<file path="config.mk">
export PLATFORM = sky130hd
export DESIGN_NAME = programmable_crc_generator
export DESIGN_NICKNAME = d
export VERILOG_FILES = /design/src/crc_pkg.sv /design/src/programmable_crc_generator.sv
export SDC_FILE = /design/constraint.sdc
export NUM_CORES = 1
export LEC_CHECK = 0
export BUFFER_PORTS_ARGS = -buffer_cell sky130_fd_sc_hd__clkbuf_2
export CAP_MARGIN = 0
export CELL_PAD_IN_SITES_DETAIL_PLACEMENT = 0
export CELL_PAD_IN_SITES_GLOBAL_PLACEMENT = 1
export CORE_MARGIN = 5
export CORE_UTILIZATION = 39
export CTS_CLUSTER_SIZE = 10
export DETAILED_ROUTE_END_ITERATION = 16
export PLACE_DENSITY_LB_ADDON = 0.25
export SLEW_MARGIN = 20
export SYNTH_ARGS = -nofsm -noshare
export SYNTH_HDL_FRONTEND = slang
export SYNTH_SLANG_ARGS = --single-unit
</file>
<file path="constraint.sdc">
create_clock -name ref_clk -period 6.5 [get_ports ref_clk]
set_input_delay 0.975 -clock ref_clk [delete_from_list [all_inputs] [get_ports ref_clk]]
set_output_delay 0.975 -clock ref_clk [all_outputs]
set_load 0.03 [all_outputs]
</file>
<file path="src/crc_pkg.sv">
// Constants, field layout and bus carrier for the CRC generator
package crc_pkg;
  localparam int ADDR_W = 8;
  localparam int DATA_W = 32;
  localparam int FIFO_DEPTH = 16;
  localparam int PTR_W = 4;
  localparam int CNT_W = 5;
  localparam int BITS_W = 6;

  // Register bases (address bits 5:4) and alias codes (address bits 3:2)
  localparam logic [1:0] SEL_CONTROL = 2'h0;
  localparam logic [1:0] SEL_TAPS = 2'h1;
  localparam logic [1:0] SEL_DATA = 2'h2;
  localparam logic [1:0] SEL_RESULT = 2'h3;
  localparam logic [1:0] ALIAS_BASE = 2'h0;
  localparam logic [1:0] ALIAS_CLR = 2'h1;
  localparam logic [1:0] ALIAS_SET = 2'h2;
  localparam logic [1:0] ALIAS_INV = 2'h3;
  localparam logic [ADDR_W-1:0] MAP_TOP = 8'h3f;

  // Control field positions
  localparam int WIDTH_HI = 28;
  localparam int WIDTH_LO = 24;
  localparam int POLY_LENGTH_MINUS_ONE_HI = 20;
  localparam int POLY_LENGTH_MINUS_ONE_LO = 16;
  localparam int ON_BIT = 15;
  localparam int HALT_IN_IDLE_BIT = 13;
  localparam int VCNT_HI = 12;
  localparam int VCNT_LO = 8;
  localparam int FULL_BIT = 7;
  localparam int EMPTY_BIT = 6;
  localparam int ISEL_BIT = 5;
  localparam int GO_BIT = 4;
  localparam int LSB_BIT = 3;
  localparam int MODE_BIT = 2;

  localparam logic [31:0] CONTROL_WMASK = 32'h1f1f_a03c;
  localparam logic [31:0] TAPS_WMASK = 32'hffff_fffe;
  localparam logic [31:0] REG_RESET = 32'h0000_0000;
  localparam logic [31:0] ALL_ONES = 32'hffff_ffff;
  localparam logic [4:0] LEN_TOP = 5'h1f;

  // Queue capacity by word width
  localparam logic [4:0] WIDTH_NARROW_MAX = 5'h07;
  localparam logic [4:0] WIDTH_MID_MAX = 5'h0f;
  localparam logic [CNT_W-1:0] CAP_NARROW = 5'h10;
  localparam logic [CNT_W-1:0] CAP_MID = 5'h08;
  localparam logic [CNT_W-1:0] CAP_WIDE = 5'h04;

  typedef enum {SH_IDLE, SH_SHIFT} shift_state_t;

  typedef struct packed {
    logic read;
    logic write;
    logic [ADDR_W-1:0] address;
    logic [DATA_W-1:0] writedata;
    logic [3:0] byteenable;
  } avs_req_t;
endpackage

</file>
<file path="src/programmable_crc_generator.sv">
// Programmable CRC generator with word queue and Avalon-MM slave
`timescale 1ns/1ps
module programmable_crc_generator (
  input wire logic ref_clk,
  input wire logic reset,
  input crc_pkg::avs_req_t avs_req,
  output logic [crc_pkg::DATA_W-1:0] avs_readdata,
  output logic avs_waitrequest,
  input wire logic idle_mode,
  output logic crc_irq
);
  import crc_pkg::*;

  function automatic logic [31:0] alias_apply(input logic [31:0] old,
      input logic [31:0] wd, input logic [3:0] be, input logic [1:0] kind);
    logic [31:0] m;
    m = {{8{be[3]}}, {8{be[2]}}, {8{be[1]}}, {8{be[0]}}} & wd;
    case (kind)
      ALIAS_CLR: alias_apply = old & ~m;
      ALIAS_SET: alias_apply = old | m;
      ALIAS_INV: alias_apply = old ^ m;
      default: alias_apply = (old & ~m) | m;
    endcase
    if (kind == ALIAS_BASE) begin
      alias_apply = (old & ~{{8{be[3]}}, {8{be[2]}}, {8{be[1]}},
        {8{be[0]}}}) | m;
    end
  endfunction

  function automatic logic [CNT_W-1:0] fifo_cap(input logic [4:0] wm1);
    if (wm1 <= WIDTH_NARROW_MAX) begin
      fifo_cap = CAP_NARROW;
    end else if (wm1 <= WIDTH_MID_MAX) begin
      fifo_cap = CAP_MID;
    end else begin
      fifo_cap = CAP_WIDE;
    end
  endfunction

  logic ack_q;
  logic [31:0] rdata_q;
  logic [31:0] control_q;
  logic [31:0] taps_q;
  logic [31:0] data_q;
  logic [31:0] result_q;
  logic [31:0] fifo_mem_q [FIFO_DEPTH];
  logic [PTR_W-1:0] wr_ptr_q;
  logic [PTR_W-1:0] rd_ptr_q;
  logic [CNT_W-1:0] count_q;
  logic [31:0] shift_q;
  logic [BITS_W-1:0] bits_q;
  shift_state_t state_q;
  logic cond_q;
  logic irq_q;

  // Bus decode
  wire req = avs_req.read | avs_req.write;
  wire ack_d = req & ~ack_q;
  wire wr_en = avs_req.write & ack_q;
  wire rd_take = avs_req.read & ~ack_q;
  wire in_range = avs_req.address <= MAP_TOP;
  wire [1:0] sel_reg = avs_req.address[5:4];
  wire [1:0] sel_alias = avs_req.address[3:2];
  wire wr_control = wr_en & in_range & (sel_reg == SEL_CONTROL);
  wire wr_taps = wr_en & in_range & (sel_reg == SEL_TAPS);
  wire wr_data = wr_en & in_range & (sel_reg == SEL_DATA);
  wire wr_result = wr_en & in_range & (sel_reg == SEL_RESULT);

  // Control fields
  wire [4:0] wm1 = control_q[WIDTH_HI:WIDTH_LO];
  wire [4:0] plm1 = control_q[POLY_LENGTH_MINUS_ONE_HI:POLY_LENGTH_MINUS_ONE_LO];
  wire on = control_q[ON_BIT];
  wire halt_in_idle = control_q[HALT_IN_IDLE_BIT];
  wire isel = control_q[ISEL_BIT];
  wire go = control_q[GO_BIT];
  wire lsb_first = control_q[LSB_BIT];
  wire alt_mode = control_q[MODE_BIT];
  // Module runs only when enabled, started and not halted by idle
  wire run = on & go & ~(halt_in_idle & idle_mode);

  // Queue status
  wire [CNT_W-1:0] cap = fifo_cap(wm1);
  wire full = count_q >= cap;
  wire empty = count_q == '0;
  wire push = wr_data & (sel_alias == ALIAS_BASE) & ~full & on;
  wire pop = run & (state_q == SH_IDLE) & ~empty;
  wire step = run & (state_q == SH_SHIFT);
  wire abort = (state_q == SH_SHIFT) & ~(on & go);

  // One CRC step
  wire in_bit = lsb_first ? shift_q[0] : shift_q[wm1];
  wire crc_msb = result_q[plm1];
  wire [31:0] len_mask = ALL_ONES >> (LEN_TOP - plm1);
  // Legacy mixes data into feedback, alternate shifts data in augmented
  wire fb = alt_mode ? crc_msb : (in_bit ^ crc_msb);
  wire in_low = alt_mode ? in_bit : fb;
  wire [31:0] crc_shl = {result_q[30:0], in_low};
  wire [31:0] tap_mix = fb ? taps_q : '0;
  wire [31:0] crc_next = (crc_shl ^ tap_mix) & len_mask;
  wire [31:0] shift_next = lsb_first ? {1'b0, shift_q[31:1]} :
    {shift_q[30:0], 1'b0};

  // Interrupt condition
  wire shift_done = empty & (state_q == SH_IDLE);
  wire cond_raw = isel ? empty : shift_done;
  wire cond_now = on & go & cond_raw;

  // Count update
  wire [CNT_W-1:0] count_d = count_q + CNT_W'(push) - CNT_W'(pop);

  // Register read view
  wire [31:0] control_rd = {3'b000, control_q[WIDTH_HI:WIDTH_LO], 3'b000,
    control_q[POLY_LENGTH_MINUS_ONE_HI:POLY_LENGTH_MINUS_ONE_LO], on, 1'b0, halt_in_idle, count_q, full, empty,
    isel, go, lsb_first, alt_mode, 2'b00};
  wire [31:0] rd_mux = (sel_reg == SEL_CONTROL) ? control_rd :
    (sel_reg == SEL_TAPS) ? taps_q :
    (sel_reg == SEL_DATA) ? data_q : result_q;
  wire [31:0] rdata_d = in_range ? rd_mux : '0;

  assign avs_waitrequest = req & ~ack_q;
  assign avs_readdata = rdata_q;
  assign crc_irq = irq_q;

  always_ff @(posedge ref_clk) begin
    if (reset) begin
      ack_q <= 1'b0;
      rdata_q <= REG_RESET;
    end else begin
      ack_q <= ack_d;
      if (rd_take) begin
        rdata_q <= rdata_d;
      end
    end
  end

  // Software-written registers with alias handling
  always_ff @(posedge ref_clk) begin
    if (reset) begin
      control_q <= REG_RESET;
      taps_q <= REG_RESET;
      data_q <= REG_RESET;
    end else begin
      if (wr_control) begin
        control_q <= alias_apply(control_q, avs_req.writedata,
          avs_req.byteenable, sel_alias) & CONTROL_WMASK;
      end
      if (wr_taps) begin
        taps_q <= alias_apply(taps_q, avs_req.writedata,
          avs_req.byteenable, sel_alias) & TAPS_WMASK;
      end
      if (wr_data) begin
        data_q <= alias_apply(data_q, avs_req.writedata,
          avs_req.byteenable, sel_alias);
      end
    end
  end

  // Result: hardware step wins over a software write
  always_ff @(posedge ref_clk) begin
    if (reset) begin
      result_q <= REG_RESET;
    end else if (step) begin
      result_q <= crc_next;
    end else if (wr_result) begin
      result_q <= alias_apply(result_q, avs_req.writedata,
        avs_req.byteenable, sel_alias);
    end
  end

  // Word queue
  always_ff @(posedge ref_clk) begin
    if (push) begin
      fifo_mem_q[wr_ptr_q] <= avs_req.writedata;
    end
  end

  always_ff @(posedge ref_clk) begin
    if (reset) begin
      wr_ptr_q <= '0;
      rd_ptr_q <= '0;
      count_q <= '0;
    end else begin
      wr_ptr_q <= wr_ptr_q + PTR_W'(push);
      rd_ptr_q <= rd_ptr_q + PTR_W'(pop);
      count_q <= count_d;
    end
  end

  // Serial shifter
  always_ff @(posedge ref_clk) begin
    if (reset) begin
      state_q <= SH_IDLE;
      shift_q <= REG_RESET;
      bits_q <= '0;
    end else begin
      case (state_q)
        SH_IDLE: begin
          if (pop) begin
            state_q <= SH_SHIFT;
            shift_q <= fifo_mem_q[rd_ptr_q];
            bits_q <= BITS_W'(wm1) + BITS_W'(1);
          end
        end
        SH_SHIFT: begin
          if (abort) begin
            state_q <= SH_IDLE;
            bits_q <= '0;
          end else if (run) begin
            shift_q <= shift_next;
            bits_q <= bits_q - BITS_W'(1);
            if (bits_q == BITS_W'(1)) begin
              state_q <= SH_IDLE;
            end
          end
        end
        default: state_q <= SH_IDLE;
      endcase
    end
  end

  // Interrupt pulse on the selected condition becoming true
  always_ff @(posedge ref_clk) begin
    if (reset) begin
      cond_q <= 1'b0;
      irq_q <= 1'b0;
    end else begin
      cond_q <= cond_now;
      irq_q <= cond_now & ~cond_q;
    end
  end
endmodule

</file>
# == After elaboration in Yosys (flattened, before gate mapping) ==
# Memories as Yosys holds them, arrays and structs flattened. A register that Yosys moved wholly into a read port is not among the register bits.
# Cells that the tools add are included.
# word_totals
regBits,229
ramBits,512
in_bits,49
mem_count,1
# memory_table
memory,words,width,read_ports,rd_clocked_by_memory_dff,write_ports,line_no,rtl
fifo_mem_q,16,32,1,1,1,programmable_crc_generator.sv:46,logic [31:0] fifo_mem_q [FIFO_DEPTH];
# op_classes
n_addsub,7
magnitude_cmp,6
eq_ne,14
n_shift,1
mux,42
n_bitwise,58
n_reduce_logical,10
# op_table
operator,n
32-bit two-way mux,18
32-bit OR,9
32-bit one-hot mux with 3 select lines,3
32-bit bitwise AND,8
32-bit one-hot mux with 2 select lines,2
32-bit bitwise XOR,4
29-bit OR,3
29-bit one-hot mux with 3 select lines,1
32-bit logical NOT,2
32-bit NOT,2
29-bit bitwise AND,2
"32-bit by 1-bit == test with 1-bit output, second input constant",1
"32-bit by 2-bit == test with 1-bit output, second input constant",1
"32-bit by 5-bit >> shifter with 32-bit output, first input constant",1
29-bit two-way mux,1
29-bit bitwise XOR,1
1-bit bitwise AND,21
6-bit two-way mux,3
"5-bit by 6-bit < comparator with 1-bit output, second input constant",2
6-bit one-hot mux with 2 select lines,1
1-bit binary-select mux with 5-bit select,2
4-bit by 1-bit adder with 4-bit output,2
"2-bit == test, second input constant",4
"8-bit by 6-bit <= comparator with 1-bit output, second input constant",1
23 further kinds,43

# == Logic depth before layout (Yosys ltp) ==
# Gate-level depths: netlist of run 1.
# logic_depth
ltp_word,9
ltp_mapped,23
mapped_depth_nobuf,21

# == Worst setup path before layout of run 1 ==
# No wires, ideal clock.
# synth_timing
path_type,reg2reg
from,reg (tool-made name)
to,mem fifo_mem_q[0][0] (enable)
setup_time_ns,0.461
arrival_ns,4.838
t_required_ns,6.039
setup_slack_ns,1.201
path_stages_with_launch,15
synth_period_minus_slack_ns,5.299
path_cell_list,dfxtp_1 -> buf_6 -> buf_2 -> nand3_1 -> o21a_1 -> nor2_1 -> ha_1 -> inv_1 -> o31ai_1 -> a21o_1 -> a21oi_1 -> and4_1 -> clkbuf_1 -> or3b_2 -> nor3_1
# synth_rtl
element,line_no
to (decl),programmable_crc_generator.sv:46

==> impl_metrics.env, run 1 <==
export IMPL_die_h_um=309
export IMPL_htree_levels=3
export IMPL_via_count=23786
export IMPL_cts_made_buffers=85
export IMPL_power_w=0.00972
export IMPL_syn_to_final_growth_pct=12.4
export IMPL_grt_pass1_wl_um=152000
export IMPL_whs_path_depth=1
export IMPL_drtIter0Drc=2318
export IMPL_cts_sinks=710
export IMPL_port_buffers=80
export IMPL_synth_top_cells_by_count="edfxtp_1 (512), nor2_1 (379), a21oi_1 (227)"
export IMPL_yosysSeqAreaShare_pct=55.5
export IMPL_setup_tns_final_ns=0
export IMPL_grt_use_total_pct=20.9
export IMPL_power_leakage_nw=12.6
export IMPL_synth_seq_cells=710
export IMPL_core_area_um2=88500
export IMPL_rsz0062_at_grt="false"
export IMPL_antenna_found_initial=4
export IMPL_cp_start_kind="register"
export IMPL_drv_slew=0
export IMPL_fin_crit_sh_pct=73.7
export IMPL_path_clk_slew_ns=0.06
export IMPL_routed_wl_um=101000
export IMPL_worst_setup_path_type="reg2reg"
export IMPL_hp_start="cond_q"
export IMPL_yosysMostFrequentCell="edfxtp_1"
export IMPL_syn_area_um2=34900
export IMPL_critPathBufInv=3
export IMPL_postCtsSetupRepairBufs=0
export IMPL_fin_skew_ns=0.0406
export IMPL_hold_violations=0
export IMPL_reg2reg_depth=12
export IMPL_finalSetupViolCount=0
export IMPL_place_congestion=0.808
export IMPL_final_cell_area_um2=39200
export IMPL_critPathSlowestCell="nor2_4"
export IMPL_yosys_warnings=0
export IMPL_start_util_pct=39.4
export IMPL_io_pins=83
export IMPL_critPathTopFamily="simple AND/OR/NAND/NOR gates"
export IMPL_max_slew_margin_pct=26.9
export IMPL_synth_edff_count=512
export IMPL_synth_ff_type="edfxtp_1"
export IMPL_cp_slowest_stage_delay_ns=0.83
export IMPL_crit_path_cell_trace="clkinv_1, o21a_1, nor2_1, ha_1, inv_1, o31ai_1, a21o_1, a21oi_1, and4_1, or3b_2, nor2_4, buf_4"
export IMPL_synthTopCellsByArea="edfxtp_1 (44%), mux4_2 (13%), dfxtp_1 (11%), ha_1 (5.9%), nor2_1 (4.1%)"
export IMPL_fin_crit_ns=4.79
export IMPL_dieArea_um2=95400
export IMPL_synth_largest_area_cell="edfxtp_1"
export IMPL_ir_drop_mv=0.230
export IMPL_place_area_um2=36500
export IMPL_worstReg2RegEnd="fifo_mem_q[12][1]"
export IMPL_clockRootBuffer="clkbuf_16"
export IMPL_clock_latency_ns=0.65
export IMPL_max_freq_mhz=209
export IMPL_hold_end="crc_irq"
export IMPL_fin_nets=2940
export IMPL_worst_setup_path_end_kind="register"
export IMPL_grt_start_max_net_pins=78
export IMPL_final_util_pct=44.2
export IMPL_rrSetupSlack_ns=1.71
export IMPL_clk_path_buf_depth=3
export IMPL_grt_pass1_vias=23747
export IMPL_crit_fanout=24
export IMPL_synthesis_nets=2926
export IMPL_viasPerCell=6.01
export IMPL_cp_required_ns=6.83
export IMPL_antenna_cells=0
export IMPL_drv_cap=0
export IMPL_cts_tree="built"
export IMPL_route_detailed_drc=0
export IMPL_avgSynthCellArea_um2=12.8
export IMPL_synthArstFlopShare_pct=0
export IMPL_drive_gt1_share_pct=17.5
export IMPL_worst_pin_slew_ns=1.09
export IMPL_pwr_density_cell_nw_per_um2=248
export IMPL_ant_nets=0
export IMPL_avgRoutedWirePerCell_um=25.4
export IMPL_first_pass_iters=6
export IMPL_synth_top_area_share_pct=44.1
export IMPL_syn_inst=2713
export IMPL_synthDistinctLibCells=70
export IMPL_status="finished, final reports clean"
export IMPL_cts_resized=0
export IMPL_rows=109
export IMPL_grt_overflow=0
export IMPL_hpwl_um=64200
export IMPL_min_path_type="reg2reg"
export IMPL_cts_hold_buf=0
export IMPL_die_w_um=309
export IMPL_arrival_ns=5.12
worst register-to-register path, stage by stage (launching register included):
cell and delay, ns:
dfxtp_1 0.59, clkinv_1 0.42, o21a_1 0.29, nor2_1 0.12
ha_1 0.25, inv_1 0.05, o31ai_1 0.05, a21o_1 0.19
a21oi_1 0.26, and4_1 0.45, or3b_2 0.62, nor2_4 0.83
buf_4 0.36
cell usage in the layout, fill, tap and decap left out, drive strengths merged, types with 9 or more instances in the layout:
master,count
nand4b,35
and2,9
a211oi,127
dfxtp,198
a22o,9
a21oi,227
a22oi,37
mux2i,38
a32oi,12
nand2b,15
ha,163
edfxtp,512
nor3,35
nand3,57
nand2,89
nor2,379
inv,54
mux4,197
a222oi,42
a31oi,15
nor2b,14
a21boi,17
o21ai,51
buf,63
clkbuf,216
clkinv,13
or3,11
a221oi,49
a21o,9
power breakdown:
group	switching, W	internal (W)	total (W)
registers	0.00000963	0.00485	0.00486
clock network	0.00190	0.00257	0.00447
logic	0.000283	0.0000999	0.000383
total	0.00219	0.00753	0.00972
layout make-up:
type	instances	area, µm²
Multi-Input combinational cell	1734	14600
Timing Repair Buffer	141	901
Sequential cell	710	19400
Clock inverter	12	171
Clock buffer	138	2440
Fill cell	7896	49300
Inverter	55	206
Tap cell	1165	1460
metrics by stage:
stage / hold slack, ns / instances / setup WS, ns
2_1_floorplan: 0.367 / 2713 / 1.20
3_3_place_gp: 0.453 / 3805 / 1.87
3_5_place_dp: 0.456 / 3805 / 1.78
4_1_cts: 0.454 / 3955 / 1.70
5_1_grt: 0.450 / 3955 / 1.55
6_report: 0.453 / 3955 / 1.71
worst max path at each step:
stage / startpoint / endpoint / depth (start not counted)
after floorplan: register / fifo_mem_q[0][0] / 14
after global placement: register / fifo_mem_q[12][10] / 12
after detailed placement: register / fifo_mem_q[12][8] / 12
after CTS: register / fifo_mem_q[12][1] / 12
after global routing: register / fifo_mem_q[12][1] / 12
final: register / fifo_mem_q[12][1] / 12
metal layers:
metal | part of all wire [%] | vias to the layer above | GRT usage (%) | routed length [µm]
met5 | 0.0099 | - | 0 | 10
met4 | 3.5 | 2 | 7.61 | 3490
met3 | 6.6 | 167 | 3.96 | 6620
met2 | 46 | 821 | 32.5 | 45900
met1 | 44 | 12113 | 29.5 | 44600
li1 | - | 10683 | - | -
cells by family (layout without fill, tap and decap cells):
kind of cell / Yosys count / after routing / share of synthesized area [%]
simple gates: 688 / 688 / 9.06
xor+xnor: 11 / 11 / 0.298
flops: 710 / 710 / 55.5
compound gates: 631 / 631 / 12.2
fa+ha+maj: 164 / 164 / 5.91
mux: 240 / 240 / 14.0
buf+inv: 269 / 346 / 3.01
Power figures use the tool's default switching activity.
==> inputs of run 2 (changes only) <==
clock period = 3.9 ns   (was 6.5 ns; I/O delays follow)
==> run 2 against run 1 <==
Clock skew is 0.011 ns higher. Non-clock buffer count up 58. Critical path type unchanged. Final cell count increased by 1.5%. Largest power group unchanged. Register-to-register slack worse by 1.4 ns. Setup slack worse by 1.4 ns. Die area stayed put. Clock power grew 68%. Wire length up 4.3%. Sequential share of layout area shrank 0.95 points.
==> impl_metrics.env, run 2 (synthesis gave the netlist of run 1 again) <==
export IMPL_power_leakage_nw=13.0
export IMPL_rsz0062_at_grt="false"
export IMPL_status="finished, final reports clean"
export IMPL_whs_path_depth=3
export IMPL_grt_overflow=0
export IMPL_cp_num_cells=21
export IMPL_ant_nets=0
export IMPL_reg2reg_depth=21
export IMPL_max_freq_mhz=276
export IMPL_first_pass_iters=7
export IMPL_finalSetupViolCount=0
export IMPL_cts_made_buffers=85
export IMPL_pwr_density_cell_nw_per_um2=408
export IMPL_die_w_um=309
export IMPL_drv_slew=0
export IMPL_antenna_found_initial=6
export IMPL_worst_setup_path_end_kind="register"
export IMPL_port_buffers=80
export IMPL_htree_levels=3
export IMPL_cts_tree="built"
export IMPL_fin_nets=2998
export IMPL_route_detailed_drc=0
export IMPL_avgRoutedWirePerCell_um=26.1
export IMPL_start_util_pct=39.4
export IMPL_min_path_type="in2reg"
export IMPL_final_cell_area_um2=39900
export IMPL_drt_met1_wl_um=45500
export IMPL_grt_start_max_net_pins=102
export IMPL_arrival_ns=4.21
export IMPL_layout_common_cells="edfxtp_1 (512), nor2_1 (366), a21oi_1 (225)"
export IMPL_multiInputGateArea_um2=14700
export IMPL_worstReg2RegEnd="count_q[4]"
export IMPL_crit_fanout=3
export IMPL_cp_start_kind="register"
export IMPL_dr_wl_met3_um=7490
export IMPL_setup_tns_final_ns=0
export IMPL_wl_met2_um=47900
export IMPL_fin_crit_sh_pct=93.0
export IMPL_crit_path_cell_trace="ha_2, and3_1, ha_1, nor2_1, ha_1, inv_1, o31ai_1, a21o_1, a21oi_2, and4_1, inv_1, ha_1, inv_1, ha_1, inv_1, fa_2, inv_1, a21oi_1, nor2_1, or3_1, a21oi_1"
export IMPL_postLayoutSetupSlackWorst_ns=0.271
export IMPL_hold_end="ack_q"
export IMPL_fin_skew_ns=0.0511
export IMPL_place_congestion=0.854
export IMPL_critPathSlowestCell="or3_1"
export IMPL_worst_pin_slew_ns=1.12
export IMPL_cts_hold_buf=0
export IMPL_viasPerCell=5.99
export IMPL_grt_pass1_vias=23852
export IMPL_regArea_um2=19400
export IMPL_clock_latency_ns=0.67
export IMPL_cp_slowest_stage_delay_ns=0.34
export IMPL_grt_use_total_pct=21.8
export IMPL_hpwl_um=68500
export IMPL_rrSetupSlack_ns=0.27
export IMPL_drive_gt1_share_pct=19.1
export IMPL_critPathBufInv=5
export IMPL_hold_violations=0
export IMPL_cp_required_ns=4.48
export IMPL_routed_wl_um=105000
export IMPL_clk_path_buf_depth=3
export IMPL_highest_layer="met5"
export IMPL_dieArea_um2=95400
export IMPL_cts_sinks=710
export IMPL_worst_setup_path_type="reg2reg"
export IMPL_max_slew_margin_pct=25.3
export IMPL_critPathTopFamily="adder cells"
export IMPL_clockRootBuffer="clkbuf_16"
export IMPL_io_pins=83
export IMPL_ir_drop_mv=0.332
export IMPL_place_area_um2=37300
export IMPL_hp_start="avs_req[45]"
export IMPL_num_fill_cells=7775
export IMPL_rows=109
export IMPL_via_count=24060
export IMPL_fin_crit_ns=3.63
export IMPL_die_h_um=309
export IMPL_grt_pass1_wl_um=157000
export IMPL_preCtsSetupSlack_ns=0.171
export IMPL_drtIter0Drc=2177
export IMPL_cp_common_cell="inv_1"
export IMPL_core_area_um2=88500
export IMPL_final_common_cell="edfxtp_1"
export IMPL_drv_cap=0
export IMPL_path_clk_slew_ns=0.06
export IMPL_syn_to_final_growth_pct=14.6
==> run 2: cell count changes in the layout (fill, tap and decap cells not counted), moves of 2 or more <==
cell	delta
nor3_2	-2
buf_4	+35
buf_12	+23
clkbuf_1	+7
nor3_4	+2
bufinv_16	+2
clkbuf_8	-7
clkinv_16	+3
==> run 2: routing by layer <==
metal	global-route usage [%]	up-vias
met2	33.5	824
met5	0	-
met3	4.63	158
met1	30.6	12274
li1	-	10800
met4	8.36	4
==> run 2: power by group <==
part	total, W	internal, W	leakage [nW]	switching [W]
clock network	0.00753	0.00430	1.25	0.00322
logic	0.000667	0.000181	5.53	0.000485
registers	0.00810	0.00809	6.20	0.0000156
total	0.0163	0.0126	13.0	0.00372
==> run 2: through the flow <==
stage / std cells / hold WS (ns) / total power (W) / utilization (%)
4_1_cts: 4014 / 0.216 / 0.0165 / 45.1
5_1_grt: 4015 / 0.236 / 0.0169 / 45.1
2_1_floorplan: 2713 / 0.367 / 0.00862 / -
6_report: 4016 / 0.247 / 0.0163 / 45.1
3_3_place_gp: 3862 / 0.451 / 0.00890 / 42.1
3_5_place_dp: 3862 / 0.462 / 0.00893 / 42.1
==> run 2: layout make-up <==
class,count,area share [%]
Clock inverter,14,0.705
Clock buffer,138,5.90
Multi-Input combinational cell,1734,36.7
Timing Repair Buffer,199,4.06
Sequential cell,710,48.5
Inverter,55,0.517
Antenna cell,1,0.00627
Tap cell,1165,3.65
==> run 2: what timing repair did <==
action | CTS | global route
setup buffers | 0 | 1
hold endpoints to repair | 0 | 0
gates resized for setup | 0 | 4
setup endpoints to repair | 0 | 15
==> run 2: tightest hold or removal path, delay by kind of cell <==
kind                   cells  cell delay, ns
and+or+nand+nor            2            0.15
buffers and inverters      1            0.09
==> run 2: worst max-delay path by stage <==
stage,endpoint,slack [ns]
after floorplan,fifo_mem_q[12][0],-0.53
after global placement,count_q[4],0.11
after detailed placement,count_q[4],0.17
after CTS,count_q[4],0.15
after global routing,count_q[4],0.01
final,count_q[4],0.27
==> inputs of run 3 (changes only) <==
CORE_UTILIZATION = 47   (was 39)
MAX_ROUTING_LAYER = met4   (was unset)
RECOVER_POWER = 25   (was unset)
==> run 3 against run 2 <==
Core utilization increased by 8.7 points. Clock power shrank 3.7%. Sequential power about the same. Total power down 1.9%. Global-route usage increased by 4.1 points. Final cell count decreased by 5.6%. Largest cell class unchanged. Cell area decreased by 1.4%. Critical endpoint unchanged. Register-to-register slack got worse by 0.03 ns. Hold slack got worse by 0.0098 ns. Wire length decreased by 4.4%. Non-clock buffer count grew 3.
==> impl_metrics.env, run 3 (synthesis gave the netlist of run 1 again) <==
export IMPL_rsz0062_at_grt="false"
export IMPL_clk_path_buf_depth=3
export IMPL_max_freq_mhz=273
export IMPL_critPathSlowestCell="or3_1"
export IMPL_crit_end="count_q[4]"
export IMPL_via_count=24186
export IMPL_crit_path_cell_trace="ha_2, and3_1, ha_1, nor2_1, ha_1, inv_1, o31ai_1, a21o_1, a21oi_2, and4_1, inv_1, ha_1, inv_1, ha_1, inv_1, fa_2, inv_1, a21oi_1, nor2_1, or3_1, a21oi_1"
export IMPL_viasPerCell=6.38
export IMPL_die_w_um=282
export IMPL_layout_common_cells="edfxtp_1 (512), nor2_1 (366), a21oi_1 (225)"
export IMPL_cp_start_kind="register"
export IMPL_arrival_ns=4.21
export IMPL_max_slew_margin_pct=22.8
export IMPL_dieArea_um2=79700
export IMPL_worst_pin_slew_ns=1.16
export IMPL_hold_violations=0
export IMPL_whs_ns=0.238
export IMPL_preCtsSetupSlack_ns=0.195
export IMPL_cp_slowest_stage_delay_ns=0.34
export IMPL_drtIter0Drc=2654
export IMPL_power_leakage_nw=12.9
export IMPL_routed_wl_um=100000
export IMPL_cp_required_ns=4.45
export IMPL_reg2reg_depth=21
export IMPL_cp_num_cells=21
export IMPL_cts_hold_buf=0
export IMPL_port_buffers=80
export IMPL_min_path_type="in2reg"
export IMPL_cts_sinks=710
export IMPL_whs_path_depth=3
export IMPL_setup_tns_final_ns=0
export IMPL_drv_cap=0
export IMPL_final_cells=3792
export IMPL_drv_slew=0
export IMPL_antenna_found_initial=4
export IMPL_worst_setup_path_type="reg2reg"
export IMPL_cp_common_cell="inv_1"
export IMPL_syn_to_final_growth_pct=12.9
export IMPL_die_h_um=282
export IMPL_grt_overflow=0
export IMPL_drive_gt1_share_pct=18.6
export IMPL_cts_tree="built"
export IMPL_cts_made_buffers=85
export IMPL_dp_cells=3659
export IMPL_grt_use_total_pct=25.9
export IMPL_fin_crit_sh_pct=93.8
export IMPL_crit_fanout=3
export IMPL_clock_latency_ns=0.65
export IMPL_io_pins=83
export IMPL_grt_pass1_wl_um=152000
export IMPL_ir_drop_mv=0.386
export IMPL_final_util_pct=53.8
export IMPL_fin_crit_ns=3.66
export IMPL_status="finished, final reports clean"
export IMPL_htree_levels=3
export IMPL_grt_pass1_vias=23586
export IMPL_route_detailed_drc=0
export IMPL_rows=99
export IMPL_ant_nets=0
export IMPL_start_util_pct=47.6
export IMPL_finalSetupViolCount=0
export IMPL_avgRoutedWirePerCell_um=26.5
export IMPL_core_area_um2=73200
export IMPL_rrSetupSlack_ns=0.24
export IMPL_worst_setup_path_end_kind="register"
export IMPL_hpwl_um=65900
export IMPL_place_congestion=0.857
export IMPL_postLayoutSetupSlackWorst_ns=0.243
export IMPL_fin_nets=3001
export IMPL_worstReg2RegEnd="count_q[4]"
export IMPL_path_clk_slew_ns=0.06
export IMPL_critPathTopFamily="adder cells"
export IMPL_final_common_cell="edfxtp_1"
export IMPL_critPathBufInv=5
export IMPL_clockRootBuffer="clkbuf_16"
export IMPL_first_pass_iters=8
export IMPL_pwr_density_cell_nw_per_um2=406
export IMPL_grt_start_max_net_pins=118
export IMPL_fin_skew_ns=0.0347
-- run 3: report_power, final --
part,leakage (nW),internal (W),total (W),switching (W)
Clock,1.22,0.00413,0.00725,0.00311
Combinational,5.44,0.000170,0.000642,0.000471
Sequential,6.20,0.00809,0.00810,0.0000142
Total,12.9,0.0124,0.0160,0.00360
-- run 3: final cells by class --
cell class / count / area, µm²
antenna: 3 / 7.51
clock buffer: 109 / 2260
clock inverter: 20 / 231
fill: 5915 / 33800
inverter: 55 / 206
multi-input combinational: 1734 / 14600
sequential: 710 / 19400
tap: 959 / 1200
timing repair buffer: 202 / 1460
-- run 3: per-stage QoR --
step | area, µm² | total power, W
after floorplan | 34900 | 0.00862
after global placement | 36900 | 0.00887
after detailed placement | 36900 | 0.00890
after CTS | 39400 | 0.0161
after global routing | 39400 | 0.0165
final | 39400 | 0.0160
-- run 3: routing by layer --
layer	GRT usage (%)	vias to the layer above	wire, µm
met2	39.7	981	46000
li1	-	10789	-
met4	6.80	0	3010
met1	37.1	12261	44400
met5	-	-	0
met3	3.49	155	6960
-- run 3: what timing repair did --
| action | CTS | global route |
|---|---|---|
| setup buffers | 0 | 1 |
| setup endpoints to repair | 0 | 12 |
| resized for setup | 0 | 3 |
-- run 3: worst min-delay path, cell delays in order --
cell	delay (ns)
clkbuf_2	0.09
nor2_1	0.04
nor3_1	0.12
-- run 3: worst min-delay path by stage --
stage	from	to
floorplan	cond_q	crc_irq
global placement	cond_q	crc_irq
detailed placement	cond_q	crc_irq
CTS	avs_req[45]	ack_q
global route	avs_req[45]	ack_q
finish	avs_req[45]	ack_q
